`config.mk`:
```
export PLATFORM = sky130hd
export DESIGN_NAME = dual_port_drive_seize_logic
export DESIGN_NICKNAME = d
export VERILOG_FILES = /design/src/rtl/seize_pkg.sv /design/src/rtl/dual_port_drive_seize_logic.sv
export SDC_FILE = /design/constraint.sdc
export NUM_CORES = 1
export LEC_CHECK = 0
export ABC_AREA = 1
export BUFFER_PORTS_ARGS = -buffer_cell sky130_fd_sc_hd__buf_2
export CAP_MARGIN = 20
export CORE_AREA = 2 2 171 215
export DETAILED_ROUTE_END_ITERATION = 10
export DIE_AREA = 0 0 173 217
export PLACE_DENSITY = 0.71
export SETUP_SLACK_MARGIN = 0.2
export SYNTH_ARGS = -nofsm -noshare
export SYNTH_HDL_FRONTEND = slang
export SYNTH_SLANG_ARGS = --single-unit
```
`constraint.sdc`:
```
create_clock -name i_clk -period 2.2 [get_ports i_clk]
set_clock_uncertainty 0.05 [all_clocks]
set_input_delay 0.11 -clock i_clk [delete_from_list [all_inputs] [get_ports i_clk]]
set_output_delay 0.11 -clock i_clk [all_outputs]
set_load 0.02 [all_outputs]
```
`src/rtl/seize_pkg.sv`:
```
// Purpose: Shared constants for the dual-port drive seize logic.
// Assumes: 250 MHz controller clock, 16-bit emulated drive registers.
// Notes: Register indices sit in the low address bits, drive number above.
package seize_pkg;
  // Clock and time figures.
  localparam int unsigned CLK_PERIOD_NS = 4;
  localparam int unsigned ONE_SEC_NS = 1000000000;
  localparam int unsigned SEC_CYCLES = ONE_SEC_NS / CLK_PERIOD_NS;
  localparam int unsigned RELEASE_NS = 5000;
  localparam int unsigned RELEASE_CYCLES = RELEASE_NS / CLK_PERIOD_NS;

  // Register bus geometry.
  localparam int unsigned REG_SEL_W = 3;
  localparam int unsigned DATA_W = 16;

  // Register indices within a drive window.
  localparam logic [2:0] REG_CTL = 3'h0;
  localparam logic [2:0] REG_STAT = 3'h1;
  localparam logic [2:0] REG_ATTN = 3'h2;
  localparam logic [2:0] REG_TYPE = 3'h3;
  localparam logic [2:0] REG_GEN = 3'h4;

  // Drive control register fields.
  localparam int unsigned CTL_GO = 0;
  localparam int unsigned CTL_FN_LO = 1;
  localparam int unsigned CTL_FN_HI = 5;
  localparam int unsigned CTL_IE = 6;
  localparam int unsigned CTL_DVA = 11;

  // Drive status and type register fields.
  localparam int unsigned STAT_ATA = 15;
  localparam int unsigned STAT_PGM = 9;
  localparam int unsigned STAT_DRY = 7;
  localparam int unsigned TYPE_DPM = 11;
  localparam int unsigned TYPE_CODE_HI = 7;

  // Function code that hands the drive back to the other port.
  localparam logic [4:0] FUNC_RELEASE = 5'h05;

  // Switch bit positions in the synchronised switch vector.
  localparam int unsigned SW_DPORT = 0;
  localparam int unsigned SW_DACC = 1;
endpackage

```
`src/rtl/dual_port_drive_seize_logic.sv`:
```
// Purpose: Seize, release and request logic for drives shared by two ports.
// Assumes: Peer busy and drive present arrive from drive pins; the data
//          transfer flag comes from logic on the same clock.
// Notes: Operation
// Operation
// - Any host write to a drive register requests seizing that drive.
// - Writing one to a drive's attention bit also requests a seize.
// - On connection the drive-available flag, control bit 11, is set.
// - Peer-held drive: available clear, reads zero, writes have no effect.
// - Seize request while peer busy is latched, carried out after release.
// - A release function to a seized drive returns it to unseized.
// - One second without seize-type access releases the seized drive.
// - Control register read restarts the release timer when seized here.
// - Freed drive with request flag is seized and its attention set.
// - Unserviced deferred seize releases after one second, attention stays.
// - Not yet seized drive reads as peer-held; host waits for attention.
// - During the release delay the drive already shows as unseized.
// - Data transfer suspends timers and any poll, seize or release; here it holds only the release timer and seizes.
// - Single-port mode: drive always seized, no attention on peer free.
// - Single-port mode: command waits, untimed, while peer holds drive.
// - Dual-access switch sets dual-port and programmable indications.
// - Dual-access: command to busy drive waits, then seizes and executes; here it waits for the peer to free the drive and issues without seizing.
// - Each drive is ignored one second when first seen; dual-access skips.
// - Dual-port switch overrides dual-access, except the stall bypass.
// - Control read: zeros unless seized here, then available and timer reset.
// - Control write: request plus attempt when unseized, else load function.
// - Other writes: discarded with request when unseized, loaded when seized.
// - Seize and release behaviour only with the dual-port switch on.
// - Attention interrupt stays until the host clears the attention bits.
//
// The register offsets and the strobed register port were left to the implementer.
module dual_port_drive_seize_logic #(
  parameter int unsigned NUM_DRIVES = 4,
  parameter int unsigned DRV_W = 2,
  parameter int unsigned SEC_CYC = seize_pkg::SEC_CYCLES,
  parameter int unsigned REL_CYC = seize_pkg::RELEASE_CYCLES,
  parameter logic [7:0] TYPE_CODE = 8'h24
) (
  input wire logic i_clk,
  input wire logic i_srst,
  input wire logic [DRV_W+seize_pkg::REG_SEL_W-1:0] i_addr,
  input wire logic [seize_pkg::DATA_W-1:0] i_wdata,
  input wire logic i_wr,
  input wire logic i_rd,
  output logic [seize_pkg::DATA_W-1:0] o_rdata,
  input wire logic i_xfer_busy,
  input wire logic [NUM_DRIVES-1:0] i_peer_busy,
  input wire logic [NUM_DRIVES-1:0] i_drive_present,
  input wire logic i_dual_port_switch,
  input wire logic i_dual_access_switch,
  output logic [NUM_DRIVES-1:0] o_port_hold,
  output logic o_cmd_valid,
  output logic [DRV_W-1:0] o_cmd_drive,
  output logic [4:0] o_cmd_func,
  output logic o_irq
);
  import seize_pkg::*;

  localparam int unsigned CW = $clog2(SEC_CYC + 1);
  localparam int unsigned RW = $clog2(REL_CYC + 1);
  localparam logic [CW-1:0] SEC_LAST = CW'(SEC_CYC - 1);
  localparam logic [RW-1:0] REL_LAST = RW'(REL_CYC - 1);

  typedef struct packed {
    logic [NUM_DRIVES-1:0] peer_s1;
    logic [NUM_DRIVES-1:0] peer_s2;
    logic [NUM_DRIVES-1:0] pres_s1;
    logic [NUM_DRIVES-1:0] pres_s2;
    logic [1:0] sw_s1;
    logic [1:0] sw_s2;
    logic [NUM_DRIVES-1:0] seized;
    logic [NUM_DRIVES-1:0] req;
    logic [NUM_DRIVES-1:0] attn;
    logic [NUM_DRIVES-1:0] seen;
    logic [NUM_DRIVES-1:0] stall;
    logic [NUM_DRIVES-1:0] pend;
    logic [NUM_DRIVES-1:0] rel;
    logic [NUM_DRIVES-1:0][CW-1:0] cnt;
    logic [NUM_DRIVES-1:0][RW-1:0] rcnt;
    logic [NUM_DRIVES-1:0][4:0] func;
    logic [NUM_DRIVES-1:0][DATA_W-1:0] gen;
    logic ie;
    logic [DATA_W-1:0] rdata;
    logic cmd_v;
    logic [DRV_W-1:0] cmd_drv;
    logic [4:0] cmd_fn;
    logic irq;
  } st_t;

  st_t r;
  st_t n;

  logic [DRV_W-1:0] a_drv;
  logic [2:0] a_reg;
  logic dp_mode;
  logic da_mode;

  ////////////////////////////////////////////////////////////////////////////
  // Address split and operating mode from the synchronised switches.
  assign a_drv = i_addr[DRV_W+REG_SEL_W-1:REG_SEL_W];
  assign a_reg = i_addr[REG_SEL_W-1:0];
  assign dp_mode = r.sw_s2[SW_DPORT];
  assign da_mode = r.sw_s2[SW_DACC] & ~r.sw_s2[SW_DPORT];

  ////////////////////////////////////////////////////////////////////////////
  // Next-state logic for every drive and the registered read port.
  always_comb begin
    logic hit;
    logic atw;
    logic ctl_wr;
    logic rd_ctl;
    logic free;
    logic local_ok;
    logic issued;
    logic go_wr;
    logic [DATA_W-1:0] rv;
    hit = 1'b0;
    atw = 1'b0;
    ctl_wr = 1'b0;
    rd_ctl = 1'b0;
    free = 1'b0;
    local_ok = 1'b0;
    issued = 1'b0;
    go_wr = 1'b0;
    rv = '0;
    n = r;
    // Pins pass two flip-flops before any logic reads them.
    n.peer_s1 = i_peer_busy;
    n.peer_s2 = r.peer_s1;
    n.pres_s1 = i_drive_present;
    n.pres_s2 = r.pres_s1;
    n.sw_s1 = {i_dual_access_switch, i_dual_port_switch};
    n.sw_s2 = r.sw_s1;
    n.cmd_v = 1'b0;
    for (int d = 0; d < NUM_DRIVES; d++) begin
      hit = i_wr && (a_drv == DRV_W'(d)) && (a_reg != REG_ATTN);
      atw = i_wr && (a_reg == REG_ATTN) && i_wdata[d];
      ctl_wr = hit && (a_reg == REG_CTL);
      // A go written in the issuing cycle keeps the command pending.
      go_wr = ctl_wr && i_wdata[CTL_GO]
              && (i_wdata[CTL_FN_HI:CTL_FN_LO] != FUNC_RELEASE);
      rd_ctl = i_rd && (a_drv == DRV_W'(d)) && (a_reg == REG_CTL);
      free = ~r.peer_s2[d] & ~i_xfer_busy & ~r.stall[d] & ~r.rel[d];
      local_ok = r.seized[d] & ~r.rel[d];
      // Writing one clears attention; a new attention in the same cycle wins.
      if (atw) begin
        n.attn[d] = 1'b0;
      end
      // First sight of a drive starts the stall unless dual access is set.
      if (r.pres_s2[d] && !r.seen[d]) begin
        n.seen[d] = 1'b1;
        n.stall[d] = ~r.sw_s2[SW_DACC];
        n.cnt[d] = '0;
      end else if (r.stall[d]) begin
        if (r.cnt[d] == SEC_LAST) begin
          n.stall[d] = 1'b0;
          n.cnt[d] = '0;
        end else begin
          n.cnt[d] = r.cnt[d] + 1'b1;
        end
      end
      if (dp_mode) begin
        if (local_ok) begin
          // Seize-type accesses and control reads refresh the timer.
          if (hit || atw || rd_ctl) begin
            n.cnt[d] = '0;
          end else if (!i_xfer_busy) begin
            if (r.cnt[d] == SEC_LAST) begin
              n.rel[d] = 1'b1;
              n.rcnt[d] = '0;
              n.cnt[d] = '0;
            end else begin
              n.cnt[d] = r.cnt[d] + 1'b1;
            end
          end
          if (ctl_wr) begin
            n.func[d] = i_wdata[CTL_FN_HI:CTL_FN_LO];
            n.ie = i_wdata[CTL_IE];
            if (i_wdata[CTL_GO]
                && i_wdata[CTL_FN_HI:CTL_FN_LO] == FUNC_RELEASE) begin
              n.rel[d] = 1'b1;
              n.rcnt[d] = '0;
            end else if (i_wdata[CTL_GO]) begin
              n.pend[d] = 1'b1;
            end
          end
          if (hit && a_reg == REG_GEN) begin
            n.gen[d] = i_wdata;
          end
        end else if (!r.seized[d]) begin
          // Writes to an unseized or peer-held drive leave a request; a control go also stores its function as pending.
          if (hit || atw) begin
            n.req[d] = 1'b1;
          end
          if (ctl_wr && i_wdata[CTL_GO]) begin
            n.func[d] = i_wdata[CTL_FN_HI:CTL_FN_LO];
            n.pend[d] = 1'b1;
          end
          // A requested drive that is free is taken and attention is raised.
          if ((r.req[d] || hit || atw) && free) begin
            n.seized[d] = 1'b1;
            n.attn[d] = 1'b1;
            n.req[d] = 1'b0;
            n.cnt[d] = '0;
          end
        end
        // The port is handed back only after the release delay.
        if (r.rel[d]) begin
          if (r.rcnt[d] == REL_LAST) begin
            n.rel[d] = 1'b0;
            n.seized[d] = 1'b0;
          end else begin
            n.rcnt[d] = r.rcnt[d] + 1'b1;
          end
        end
        if (r.pend[d] && local_ok && !issued) begin
          issued = 1'b1;
          n.pend[d] = go_wr;
          n.cmd_v = 1'b1;
          n.cmd_drv = DRV_W'(d);
          n.cmd_fn = r.func[d];
        end
      end else begin
        // Single port: no seize state, commands wait for the peer untimed.
        n.seized[d] = 1'b0;
        n.rel[d] = 1'b0;
        n.req[d] = 1'b0;
        if (ctl_wr && !r.stall[d]) begin
          n.func[d] = i_wdata[CTL_FN_HI:CTL_FN_LO];
          n.ie = i_wdata[CTL_IE];
          if (i_wdata[CTL_GO]
              && i_wdata[CTL_FN_HI:CTL_FN_LO] != FUNC_RELEASE) begin
            n.pend[d] = 1'b1;
          end
        end
        if (hit && a_reg == REG_GEN && !r.stall[d]) begin
          n.gen[d] = i_wdata;
        end
        if (r.pend[d] && !r.peer_s2[d] && !r.stall[d] && !issued) begin
          issued = 1'b1;
          n.pend[d] = go_wr;
          n.cmd_v = 1'b1;
          n.cmd_drv = DRV_W'(d);
          n.cmd_fn = r.func[d];
        end
      end
    end
    // Read port: drives not seized here (dual-port) or stalled (single-port) read as zero; the attention register always reads.
    local_ok = dp_mode ? (r.seized[a_drv] & ~r.rel[a_drv])
                       : ~r.stall[a_drv];
    unique case (a_reg)
      REG_CTL: begin
        rv[CTL_DVA] = 1'b1;
        rv[CTL_IE] = r.ie;
        rv[CTL_FN_HI:CTL_FN_LO] = r.func[a_drv];
        rv[CTL_GO] = r.pend[a_drv];
      end
      REG_STAT: begin
        rv[STAT_ATA] = r.attn[a_drv];
        rv[STAT_DRY] = ~r.pend[a_drv];
        rv[STAT_PGM] = da_mode;
      end
      REG_TYPE: begin
        rv[TYPE_DPM] = da_mode;
        rv[TYPE_CODE_HI:0] = TYPE_CODE;
      end
      REG_GEN: begin
        rv = r.gen[a_drv];
      end
      default: begin
        rv = '0;
      end
    endcase
    if (!i_rd) begin
      n.rdata = '0;
    end else if (a_reg == REG_ATTN) begin
      n.rdata = DATA_W'(r.attn);
    end else begin
      n.rdata = local_ok ? rv : '0;
    end
    n.irq = n.ie & (|n.attn);
  end

  ////////////////////////////////////////////////////////////////////////////
  // State register with synchronous clear.
  always_ff @(posedge i_clk) begin
    if (i_srst) begin
      r <= '0;
    end else begin
      r <= n;
    end
  end

  ////////////////////////////////////////////////////////////////////////////
  // Outputs straight from flip-flops; the port hold is the OR of the seized and releasing flops.
  assign o_rdata = r.rdata;
  assign o_port_hold = r.seized | r.rel;
  assign o_cmd_valid = r.cmd_v;
  assign o_cmd_drive = r.cmd_drv;
  assign o_cmd_func = r.cmd_fn;
  assign o_irq = r.irq;

  ////////////////////////////////////////////////////////////////////////////
  // Checks on single drives, on the read port and on the interrupt.
  property p_dva_read;
    @(posedge i_clk) disable iff (i_srst)
    (i_rd && a_reg == REG_CTL && dp_mode && r.seized[a_drv]
     && !r.rel[a_drv]) |=> o_rdata[CTL_DVA];
  endproperty
  a_dva_read: assert property (p_dva_read)
    else $error("Available flag missing on seized control read.");

  property p_peer_zero;
    @(posedge i_clk) disable iff (i_srst)
    (i_rd && a_reg != REG_ATTN && dp_mode && !r.seized[a_drv])
    |=> (o_rdata == '0);
  endproperty
  a_peer_zero: assert property (p_peer_zero)
    else $error("Unseized drive did not read as zero.");

  property p_req_latch;
    @(posedge i_clk) disable iff (i_srst)
    (i_wr && a_reg != REG_ATTN && dp_mode && !r.seized[a_drv]
     && r.peer_s2[a_drv]) |=> r.req[$past(a_drv)];
  endproperty
  a_req_latch: assert property (p_req_latch)
    else $error("Seize request to busy drive was not latched.");

  property p_release;
    @(posedge i_clk) disable iff (i_srst)
    (i_wr && a_drv == '0 && a_reg == REG_CTL && i_wdata[CTL_GO]
     && i_wdata[CTL_FN_HI:CTL_FN_LO] == FUNC_RELEASE && dp_mode
     && r.seized[0] && !r.rel[0]) |=> (r.rel[0] && o_port_hold[0]);
  endproperty
  a_release: assert property (p_release)
    else $error("Release write did not start the release.");

  property p_rel_zero;
    @(posedge i_clk) disable iff (i_srst)
    (i_rd && a_reg != REG_ATTN && dp_mode && r.rel[a_drv])
    |=> (o_rdata == '0);
  endproperty
  a_rel_zero: assert property (p_rel_zero)
    else $error("Drive being released did not read as zero.");

  property p_timeout;
    @(posedge i_clk) disable iff (i_srst)
    (dp_mode && r.seized[2] && !r.rel[2] && r.cnt[2] == SEC_LAST
     && !i_xfer_busy && !i_wr && !i_rd) |=> r.rel[2];
  endproperty
  a_timeout: assert property (p_timeout)
    else $error("Release timer expiry did not start a release.");

  property p_read_refresh;
    @(posedge i_clk) disable iff (i_srst)
    (i_rd && a_drv == '0 && a_reg == REG_CTL && dp_mode
     && r.seized[0] && !r.rel[0]) |=> (r.cnt[0] == '0);
  endproperty
  a_read_refresh: assert property (p_read_refresh)
    else $error("Control read did not restart the timer.");

  property p_deferred;
    @(posedge i_clk) disable iff (i_srst)
    (dp_mode && !r.seized[1] && r.req[1] && !r.peer_s2[1]
     && !i_xfer_busy && !r.stall[1] && !r.rel[1])
    |=> (r.seized[1] && r.attn[1] && !r.req[1]);
  endproperty
  a_deferred: assert property (p_deferred)
    else $error("Freed requested drive was not seized with attention.");

  property p_xfer_hold;
    @(posedge i_clk) disable iff (i_srst)
    (dp_mode && i_xfer_busy && !r.rel[2] && r.seized[2] == 1'b0)
    |=> !r.seized[2];
  endproperty
  a_xfer_hold: assert property (p_xfer_hold)
    else $error("Drive seized during a data transfer.");

  property p_single_no_attn;
    @(posedge i_clk) disable iff (i_srst)
    !dp_mode ##1 !dp_mode |-> !$rose(r.attn[0]);
  endproperty
  a_single_no_attn: assert property (p_single_no_attn)
    else $error("Attention raised in single-port mode.");

  property p_irq_hold;
    @(posedge i_clk) disable iff (i_srst)
    (r.attn != '0 && r.ie && !(i_wr && a_reg == REG_ATTN)
     && !(i_wr && a_reg == REG_CTL)) |=> o_irq;
  endproperty
  a_irq_hold: assert property (p_irq_hold)
    else $error("Interrupt dropped while attention still set.");
endmodule

```
# == Word-level counts from Yosys, hierarchy flattened ==
# Cells that the tools add are included.
# totals
reg_bits,314
latchBits,0
elab_cells,601
n_memories,0
out_inout_bits,29
ram_bits,0
romBits,0
input_bits,36
# op_classes
n_mul,0
muxes,292
n_bitwise,49
div,0
n_eq_ne,58
magnitude_cmp,1
shifts,0
addsub,8
reduce_logical,147
# ops
operator,n
$mux 28,36
$mux 11,32
$mux 16,15
$mux 1,156
$mux 5,25
$add 28x1->28 const B,4
$eq 28x28->1 const B,4
$mux 8,12
$logic_and 1x1->1,73
$add 11x1->11 const B,4
$eq 11x11->1 const B,4
$ne 4x3->1 const B,11
$mux 17,2
$bmux 16 s2,1
$not 1->1,29
$reduce_and 7->1,4
$reduce_and 3->1,8
$reduce_bool 2->1,12
$reduce_bool 3->1,8
$pmux 7 s3,1
$and 1x1->1,19
$logic_or 1x1->1,16
$ne 2x1->1 const B,8
$ne 4x1->1 const B,4
26 further kinds,67

# == Logic depth before layout (Yosys ltp) ==
# Gate-level depths: netlist (run 1).
# depth
depth_word,17
ltp_mapped,15
ltp_nobuf,14

# == Worst setup path before layout (run 1) ==
# Ideal clock, no wire load.
# synth_path
path_kind,register to register
start,reg r[182] (netlist bit)
end,reg r[196] (netlist bit)
required_ns,2.028
arrival_time_ns,1.652
setup_slack_ns,0.376
path_stages_with_launch,13
path_cell_list,dfxtp_1 ha_1 nand2_1 nor2_2 nand3_1 nor2_1 nand3b_1 xor2_1 nand2_1 nand2_1 nand2_1 nand2_1 a21oi_1
# synth_between
elab_chain_len,8
elab_cells_between_ends,11
# synth_rtl
element,line,text
"start, declared",dual_port_drive_seize_logic.sv:90,st_t r;
"start signal, assigned",dual_port_drive_seize_logic.sv:290,r <= n;
$add 28x1->28 / $eq 28x28->1 (equally long branches),--,
$mux 28 (*),"dual_port_drive_seize_logic.sv:155, dual_port_drive_seize_logic.sv:168",
$mux 28,dual_port_drive_seize_logic.sv:154,end else if (r.stall[d]) begin
$mux 28,dual_port_drive_seize_logic.sv:150,if (r.pres_s2[d] && !r.seen[d]) begin
"$mux 28, on equally long branches","dual_port_drive_seize_logic.sv:200, dual_port_drive_seize_logic.sv:167",
"$mux 28, on equally long branches","dual_port_drive_seize_logic.sv:190, dual_port_drive_seize_logic.sv:165",
$mux 28,dual_port_drive_seize_logic.sv:163,if (local_ok) begin
$mux 28 (*),dual_port_drive_seize_logic.sv:162,if (dp_mode) begin
# Every way passes the cells marked *; elsewhere a longest branch is shown, timed or not.
# A chain may end at the register's enable or synchronous reset.

# == Worst setup path in the final report (run 1) ==
# layout_path
start,reg r[156] (netlist bit)
end,reg r[157] (netlist bit)
# The elaborated chain is that of the path after synthesis.

==> results of run 1 <==
==> power by group through the flow <==
stage / clock network, mW / logic, mW / registers [mW]
2_1_floorplan: 0 / 1.19 / 6.17
3_3_place_gp: 0 / 1.61 / 6.23
3_5_place_dp: 0 / 1.64 / 6.23
4_1_cts: 6.10 / 1.71 / 6.11
5_1_grt: 6.32 / 2.03 / 6.15
6_report: 6.00 / 1.82 / 6.12
==> layout by cell type, fill, tap and decap left out, types with 9 or more instances in the layout <==
master         synthesis  routed
a211oi_1              18      18
a21oi_1              252     250
a22oi_1               25      25
a31oi_1               10      10
buf_12                 0      10
buf_2                 31      63
buf_4                 35     142
clkbuf_16              0      37
dfxtp_1              314     280
dfxtp_2                0      25
dfxtp_4                0       9
dlygate4sd3_1          0      30
ha_1                  12       9
inv_1                362     353
inv_2                 25      28
nand2_1              675     653
nand2_2                5      18
nand2_4                6      17
nand3_1              197     188
nand3_4                2       9
nand4_1               63      63
nor2_1               381     358
nor2_2                14      25
nor2_4                 5      17
nor3_1                74      52
nor3_2                 3      21
nor4_1                21      20
o211ai_1              44      44
o21a_1                12      12
o21ai_0              223     219
o21ai_1               25      27
o221ai_1              12      12
o22ai_1               18      18
or2_2                 12      12
xnor2_1               15      15
xor2_1                31      29
==> cells by family after synthesis <==
group                    after synthesis  share of synthesized area [%]
AND/OR/NAND/NOR                     1488                           33.5
AO/OA/AOI/OAI                        672                           19.8
buffers and inverters                542                           11.4
flip-flops                           314                           32.4
XOR/XNOR                              46                           2.08
adder cells (fa/ha/maj)               12                          0.775
==> timing repair <==
action	4_1_cts	5_1_grt
hold buffers	31	0
gates cloned	1	3
pin swaps	5	31
endpoints found under the setup margin	92	211
buffers inserted	4	26
resized for setup	29	172
hold endpoints to repair	99	0
==> flip-flops by register name (all words and copies together) (netlist names) <==
register,flops
r,278
o_cmd_drive,2
o_rdata,16
o_cmd_func,5
dp_mode,1
o_irq,1
o_cmd_valid,1
n,10
==> stage by stage <==
stage / instances / setup slack, ns / hold slack, ns
after floorplan: 3074 / 0.376 / 0.167
after global routing: 3723 / 0.101 / 0.0646
final: 3723 / 0.224 / 0.0247
after global placement: 3595 / 0.0865 / 0.258
after detailed placement: 3595 / 0.00549 / 0.269
after CTS: 3695 / 0.177 / 0.0116
==> Yosys cell counts, types with 6 or more instances <==
cell / instances / area, um^2
a211oi_1: 18 / 135
a21oi_1: 252 / 1260
a22oi_1: 25 / 188
a31oi_1: 10 / 62.6
buf_1: 14 / 52.6
buf_2: 31 / 155
buf_4: 35 / 263
clkbuf_1: 69 / 259
dfxtp_1: 314 / 6290
ha_1: 12 / 150
inv_1: 362 / 1360
inv_2: 25 / 93.8
nand2_1: 675 / 2530
nand2_4: 6 / 67.6
nand3_1: 197 / 986
nand3b_1: 8 / 60.1
nand4_1: 63 / 394
nor2_1: 381 / 1430
nor2_2: 14 / 87.6
nor3_1: 74 / 370
nor4_1: 21 / 131
o211ai_1: 44 / 330
o21a_1: 12 / 90.1
o21ai_0: 223 / 1120
o21ai_1: 25 / 125
o221ai_1: 12 / 105
o22ai_1: 18 / 113
or2_2: 12 / 75.1
xnor2_1: 15 / 131
xor2_1: 31 / 272
==> layer usage <==
metal,wire length (um),global-route usage [%]
met4,2740,15.2
met2,31200,57.4
met3,3840,3.70
met1,25400,39.0
met5,0,0
==> worst max-delay path, delay by kind of cell, from the launching register on <==
family          cells  cell delay [ns]
buf+inv             1             0.12
compound gates      1             0.14
flops               1             0.52
simple gates       10             1.03
==> worst paths after layout <==
kind,startpoint,to,depth (start not counted)
worst min-delay path,i_addr[0],o_rdata[2],6
worst min register to register,n[295],r[295],2
worst max register to register,r[156],r[157],12
worst max-delay path,r[156],r[157],12
==> final cells by class <==
| cell class | instances | area [um^2] | share of cell area (%) |
|---|---|---|---|
| Timing Repair Buffer | 254 | 2000 | 8.68 |
| Clock inverter | 17 | 188 | 0.814 |
| Clock buffer | 47 | 992 | 4.30 |
| Tap cell | 480 | 601 | 2.60 |
| Inverter | 390 | 1480 | 6.42 |
| Multi-Input combinational cell | 2221 | 11400 | 49.6 |
| Sequential cell | 314 | 6350 | 27.5 |
==> impl_results.md, run 1 <==
- HPWL reported at the end of detailed placement: 44800 um
- Post-Syn Nets: 3122
- Fin crit share: 89.8%
- Clock sink count: 314
- Fin. Hold Viols: 0
- Sum of negative setup slack: 0 ns
- Routed len/inst: 17.0 um
- Power Total: 13.9 mW
- Num CTS Buffers: 36
- Max rail drop VDD: 559 uV
- Synth Area per Inst: 6.30 um^2
- Flop pwr share: 43.9%
- Post-synth EDFFs: 0
- Logic pwr share: 13.0%
- Core ar.: 0.0357 mm^2
- Placed instance area: 0.0206 mm^2
- CTS tree: done
- Ys async rst share: 0%
- First-pass GRT wire length: 100000 um
- Die Y: 217 um
- Io pins: 65
- Sw frac: 28.1%
- Critical Path Max Stage Delay: 0.52 ns
- Max-Cap Viols: 0
- CP required: 2.57 ns
- P_leak: 9.46 nW
- # setup viols final: 0
- Rel. slew slack: 61.3%
- I/O Buffers: 64
- NumNets Final: 3265
- Diode count: 0
- Worst Path Class, Setup: reg -> reg
- 1st-pass router iterations: 6
- Yosys warns: 0
- Synth cell types: 62
- Outcome: finished clean
- Final Util: 64.6%
- Worst EP arrival: 2.34 ns
- Worst slew pin tran: 0.579 ns
- Cell breakdown of the critical path: nand2_4, nor2_4, buf_6, nand2_4, nor3_4, nand2_4, nand3_2, nand2_1, nand2_1, nand2_1, a21oi_2, nor2_1
- Clock latency on the worst-skew pair: 0.55 ns
- Fillers: 3331
- Share of the yosys chip area belonging to registers: 32.4%
- Sw power: 3.91 mW
- Site Rows: 78
- Routed Antenna Nets: 0
- Fmax achieved: 0.506 GHz
- Chip Width: 173 um
- Crit path max-delay cell type: dfxtp_1
- GRT Total Usage: 32.3%
- Starting Density: 54.2%
- Max Transition Viols Final: 0
- FF+latch count, synth: 314
- Iter 0 DRT Violations: 1914
- H-tree depth: 2
- Mapped Area: 0.0194 mm^2
- Placer Congestion: 1.01
- Initial antenna violation count: 0
- DRC viols: 0
- Clock power share: 43.0%
- Design area: 0.0231 mm^2
- Share of cells above drive strength 1: 15.8%
- Longest Clk Path Bufs: 3
- FF-to-FF setup slack: 0.22 ns
- Root Driver: clkbuf_16
- Final Critical Period: 1.98 ns
- Min-delay worst type: in -> reg
- DIE AREA: 0.0375 mm^2
- Syn Inst Count: 3074
- Congestion Overflow GR: 0
- Ys flop type: dfxtp_1
- PwrDens: 605 mW/mm^2
- Synth-to-Final Area Change: 19.0%
- Vias in the first global route: 20000
- Max FO, Critical Path: 6
- RSZ-0062 raised after global routing: true
- Nature of the critical path endpoint: register
- Final wirelength: 63200 um
- Vias/cell: 5.75
- Largest net degree at the start of global routing: 71
- Worst setup SP type: register
- CTS clock-pin slew for the worst setup and hold paths: 0.06 ns
- DR vias: 21400
- Internal power: 10.0 mW
No activity file was read; power rests on OpenSTA's default activity.
==> inputs of run 2 (changes only) <==
--- a/config.mk
+++ b/config.mk
@@ -8,10 +8,10 @@
 export ABC_AREA = 1
 export BUFFER_PORTS_ARGS = -buffer_cell sky130_fd_sc_hd__buf_2
 export CAP_MARGIN = 20
-export CORE_AREA = 2 2 171 215
+export CORE_AREA = 2 2 164 206
 export DETAILED_ROUTE_END_ITERATION = 10
-export DIE_AREA = 0 0 173 217
-export PLACE_DENSITY = 0.71
+export DIE_AREA = 0 0 166 208
+export PLACE_DENSITY = 0.77
 export SETUP_SLACK_MARGIN = 0.2
 export SYNTH_ARGS = -nofsm -noshare
 export SYNTH_HDL_FRONTEND = slang
==> run 2 against run 1 <==
Utilization is 5.4 points higher; critical endpoint is now r[167]; flip-flop and latch count unchanged; critical path depth unchanged; combinational power barely moved; power rose by 2.2%; clock power rose by 5.5%; setup slack improved by 0.0015 ns.
==> impl_results.md, run 2 (synthesized netlist as in run 1, its figures left out) <==
- Outcome: finished clean
- PwrDens: 627 mW/mm^2 (+3.6%)
- Final std cells w/o fill: 3643 (-2.1%)
- CP required: 2.58 ns (about the same)
- Clock sink count: 314 (unchanged)
- Most flop-heavy register: r
- Fin. Hold Viols: 0 (unchanged)
- FF+latch area: 0.00634 mm^2 (about the same)
- Max Transition Viols Final: 0 (unchanged)
- H-tree depth: 2 (unchanged)
- P_leak: 9.27 nW (-2.0%)
- Max rail drop VDD: 648 uV (+16%)
- Congestion Overflow GR: 0 (unchanged)
- Commonest non-fill, non-tap cells in the layout: nand2_1 (647), nor2_1 (360), inv_1 (356)
- Synth-to-Final Area Change: 17.4%
- Worst Path Class, Setup: reg -> reg
- Root Driver: clkbuf_16
- Commonest non-fill, non-tap cell in the layout: nand2_1
- Placer Congestion: 0.984 (-2.2%)
- Num CTS Buffers: 35 (-2.8%)
- Nature of the critical path endpoint: register
- Design area: 0.0227 mm^2 (-1.4%)
- DR vias: 21400 (+0.16%)
- Diode count: 0 (unchanged)
- DRC viols: 0 (unchanged)
- HPWL reported at the end of detailed placement: 44200 um (-1.3%)
- # setup viols final: 0 (unchanged)
- First-pass GRT wire length: 99200 um (-0.86%)
- Final Critical Period: 1.97 ns (-0.00151 ns)
- Area of the multi-input gates: 0.0113 mm^2 (-1.0%)
- Routed len/inst: 17.2 um (+1.2%)
- Max reg flops: 278 (unchanged)
- Starting Density: 59.6% (+5.4 points)
- Fin crit share: 89.7% (about the same)
- Max-Cap Viols: 0 (unchanged)
- RSZ-0062 raised after global routing: true
- Max FO, Critical Path: 6 (unchanged)
- Iter 0 DRT Violations: 2011 (+5.1%)
- Placed instance area: 0.0204 mm^2 (-0.79%)
- NumNets Final: 3247 (-0.55%)
- GRT Total Usage: 34.3% (+2.0 points)
- CTS tree: done
- 1st-pass router iterations: 6 (unchanged)
- Largest net degree at the start of global routing: 70 (-1.4%)
- Routed Antenna Nets: 0 (unchanged)
- DIE AREA: 0.0345 mm^2 (-8.0%)
- Min-delay worst type: in -> reg
- Initial antenna violation count: 0 (unchanged)
- Io pins: 65 (unchanged)
- CTS clock-pin slew for the worst setup and hold paths: 0.06 ns (about the same)
- Worst slew pin tran: 0.816 ns (+0.237 ns)
- Fmax achieved: 0.507 GHz (about the same)
- Final wirelength: 62500 um (-0.99%)
- I/O Buffers: 64 (unchanged)
- Power Total: 14.3 mW (+2.2%)
- Placed insts: 3525 (-1.9%)
- Worst EP arrival: 2.36 ns (+0.02 ns)
- Longest Clk Path Bufs: 3 (unchanged)
- Share of cells above drive strength 1: 15.2% (-0.56 points)
- Worst setup SP type: register
- Fillers: 2815 (-15%)
- Clock latency on the worst-skew pair: 0.54 ns (about the same)
- Die Y: 208 um (-4.1%)
- Core ar.: 0.0325 mm^2 (-9.0%)
- Chip Width: 166 um (-4.0%)
- Site Rows: 74 (-5.1%)
- Vias/cell: 5.88 (+2.4%)
- Final Util: 70.0% (+5.4 points)
- Rel. slew slack: 45.4% (-16 points)
- Sum of negative setup slack: 0 ns (unchanged)
- Vias in the first global route: 20100 (+0.77%)
-- run 2: worst max-delay path, cell delays in order, from the launching register on --
cell and delay (ns):
dfxtp_4 0.37, ha_4 0.15, nand2_4 0.06, nor2_4 0.17, nand4_1 0.23, nor3_2 0.23, nand2_2 0.15, buf_4 0.17
o21a_1 0.09, nand4_1 0.07, nand2_1 0.06, inv_1 0.05, nor2_1 0.03
-- run 2: cell type report --
| class | instances | share of cell area [%] |
|---|---|---|
| Multi-Input combinational cell | 2219 | 49.8 |
| Sequential cell | 314 | 27.9 |
| Timing Repair Buffer | 239 | 8.00 |
| Inverter | 390 | 6.53 |
| Clock buffer | 48 | 4.46 |
| Tap cell | 418 | 2.30 |
| Clock inverter | 15 | 0.963 |
-- run 2: power by group --
| group | internal, mW | switching, mW | leakage (nW) |
|---|---|---|---|
| clock | 3.83 | 2.49 | 0.601 |
| combinational | 0.653 | 1.14 | 6.10 |
| sequential | 5.90 | 0.229 | 2.57 |
-- run 2: worst paths after layout --
check	slack, ns	start	cells past startpoint	to
min reg2reg	0.35	n[309]	2	r[309]
max reg2reg	0.23	r[154]	12	r[167]
min	0.03	i_addr[0]	6	o_rdata[2]
max	0.23	r[154]	12	r[167]
-- run 2: timing repair --
action	CTS	global route
resized for setup	33	141
hold endpoints to repair	95	0
pin swaps	6	31
hold buffers	29	0
gates cloned	0	2
setup endpoints to repair	75	189
buffers inserted	5	19
-- run 2: layer usage --
metal | part of all wire (%) | global-route usage [%]
met5 | 0 | 0
met4 | 4.4 | 14.7
met3 | 6.8 | 4.20
met2 | 49 | 60.4
met1 | 40 | 42.0
-- run 2: per-stage QoR --
step                      setup WS (ns)  hold slack, ns
after floorplan                   0.376           0.167
after global placement           0.0830           0.260
after detailed placement       -0.00316           0.271
after CTS                         0.183         0.00901
after global routing             0.0500          0.0531
final                             0.226          0.0282
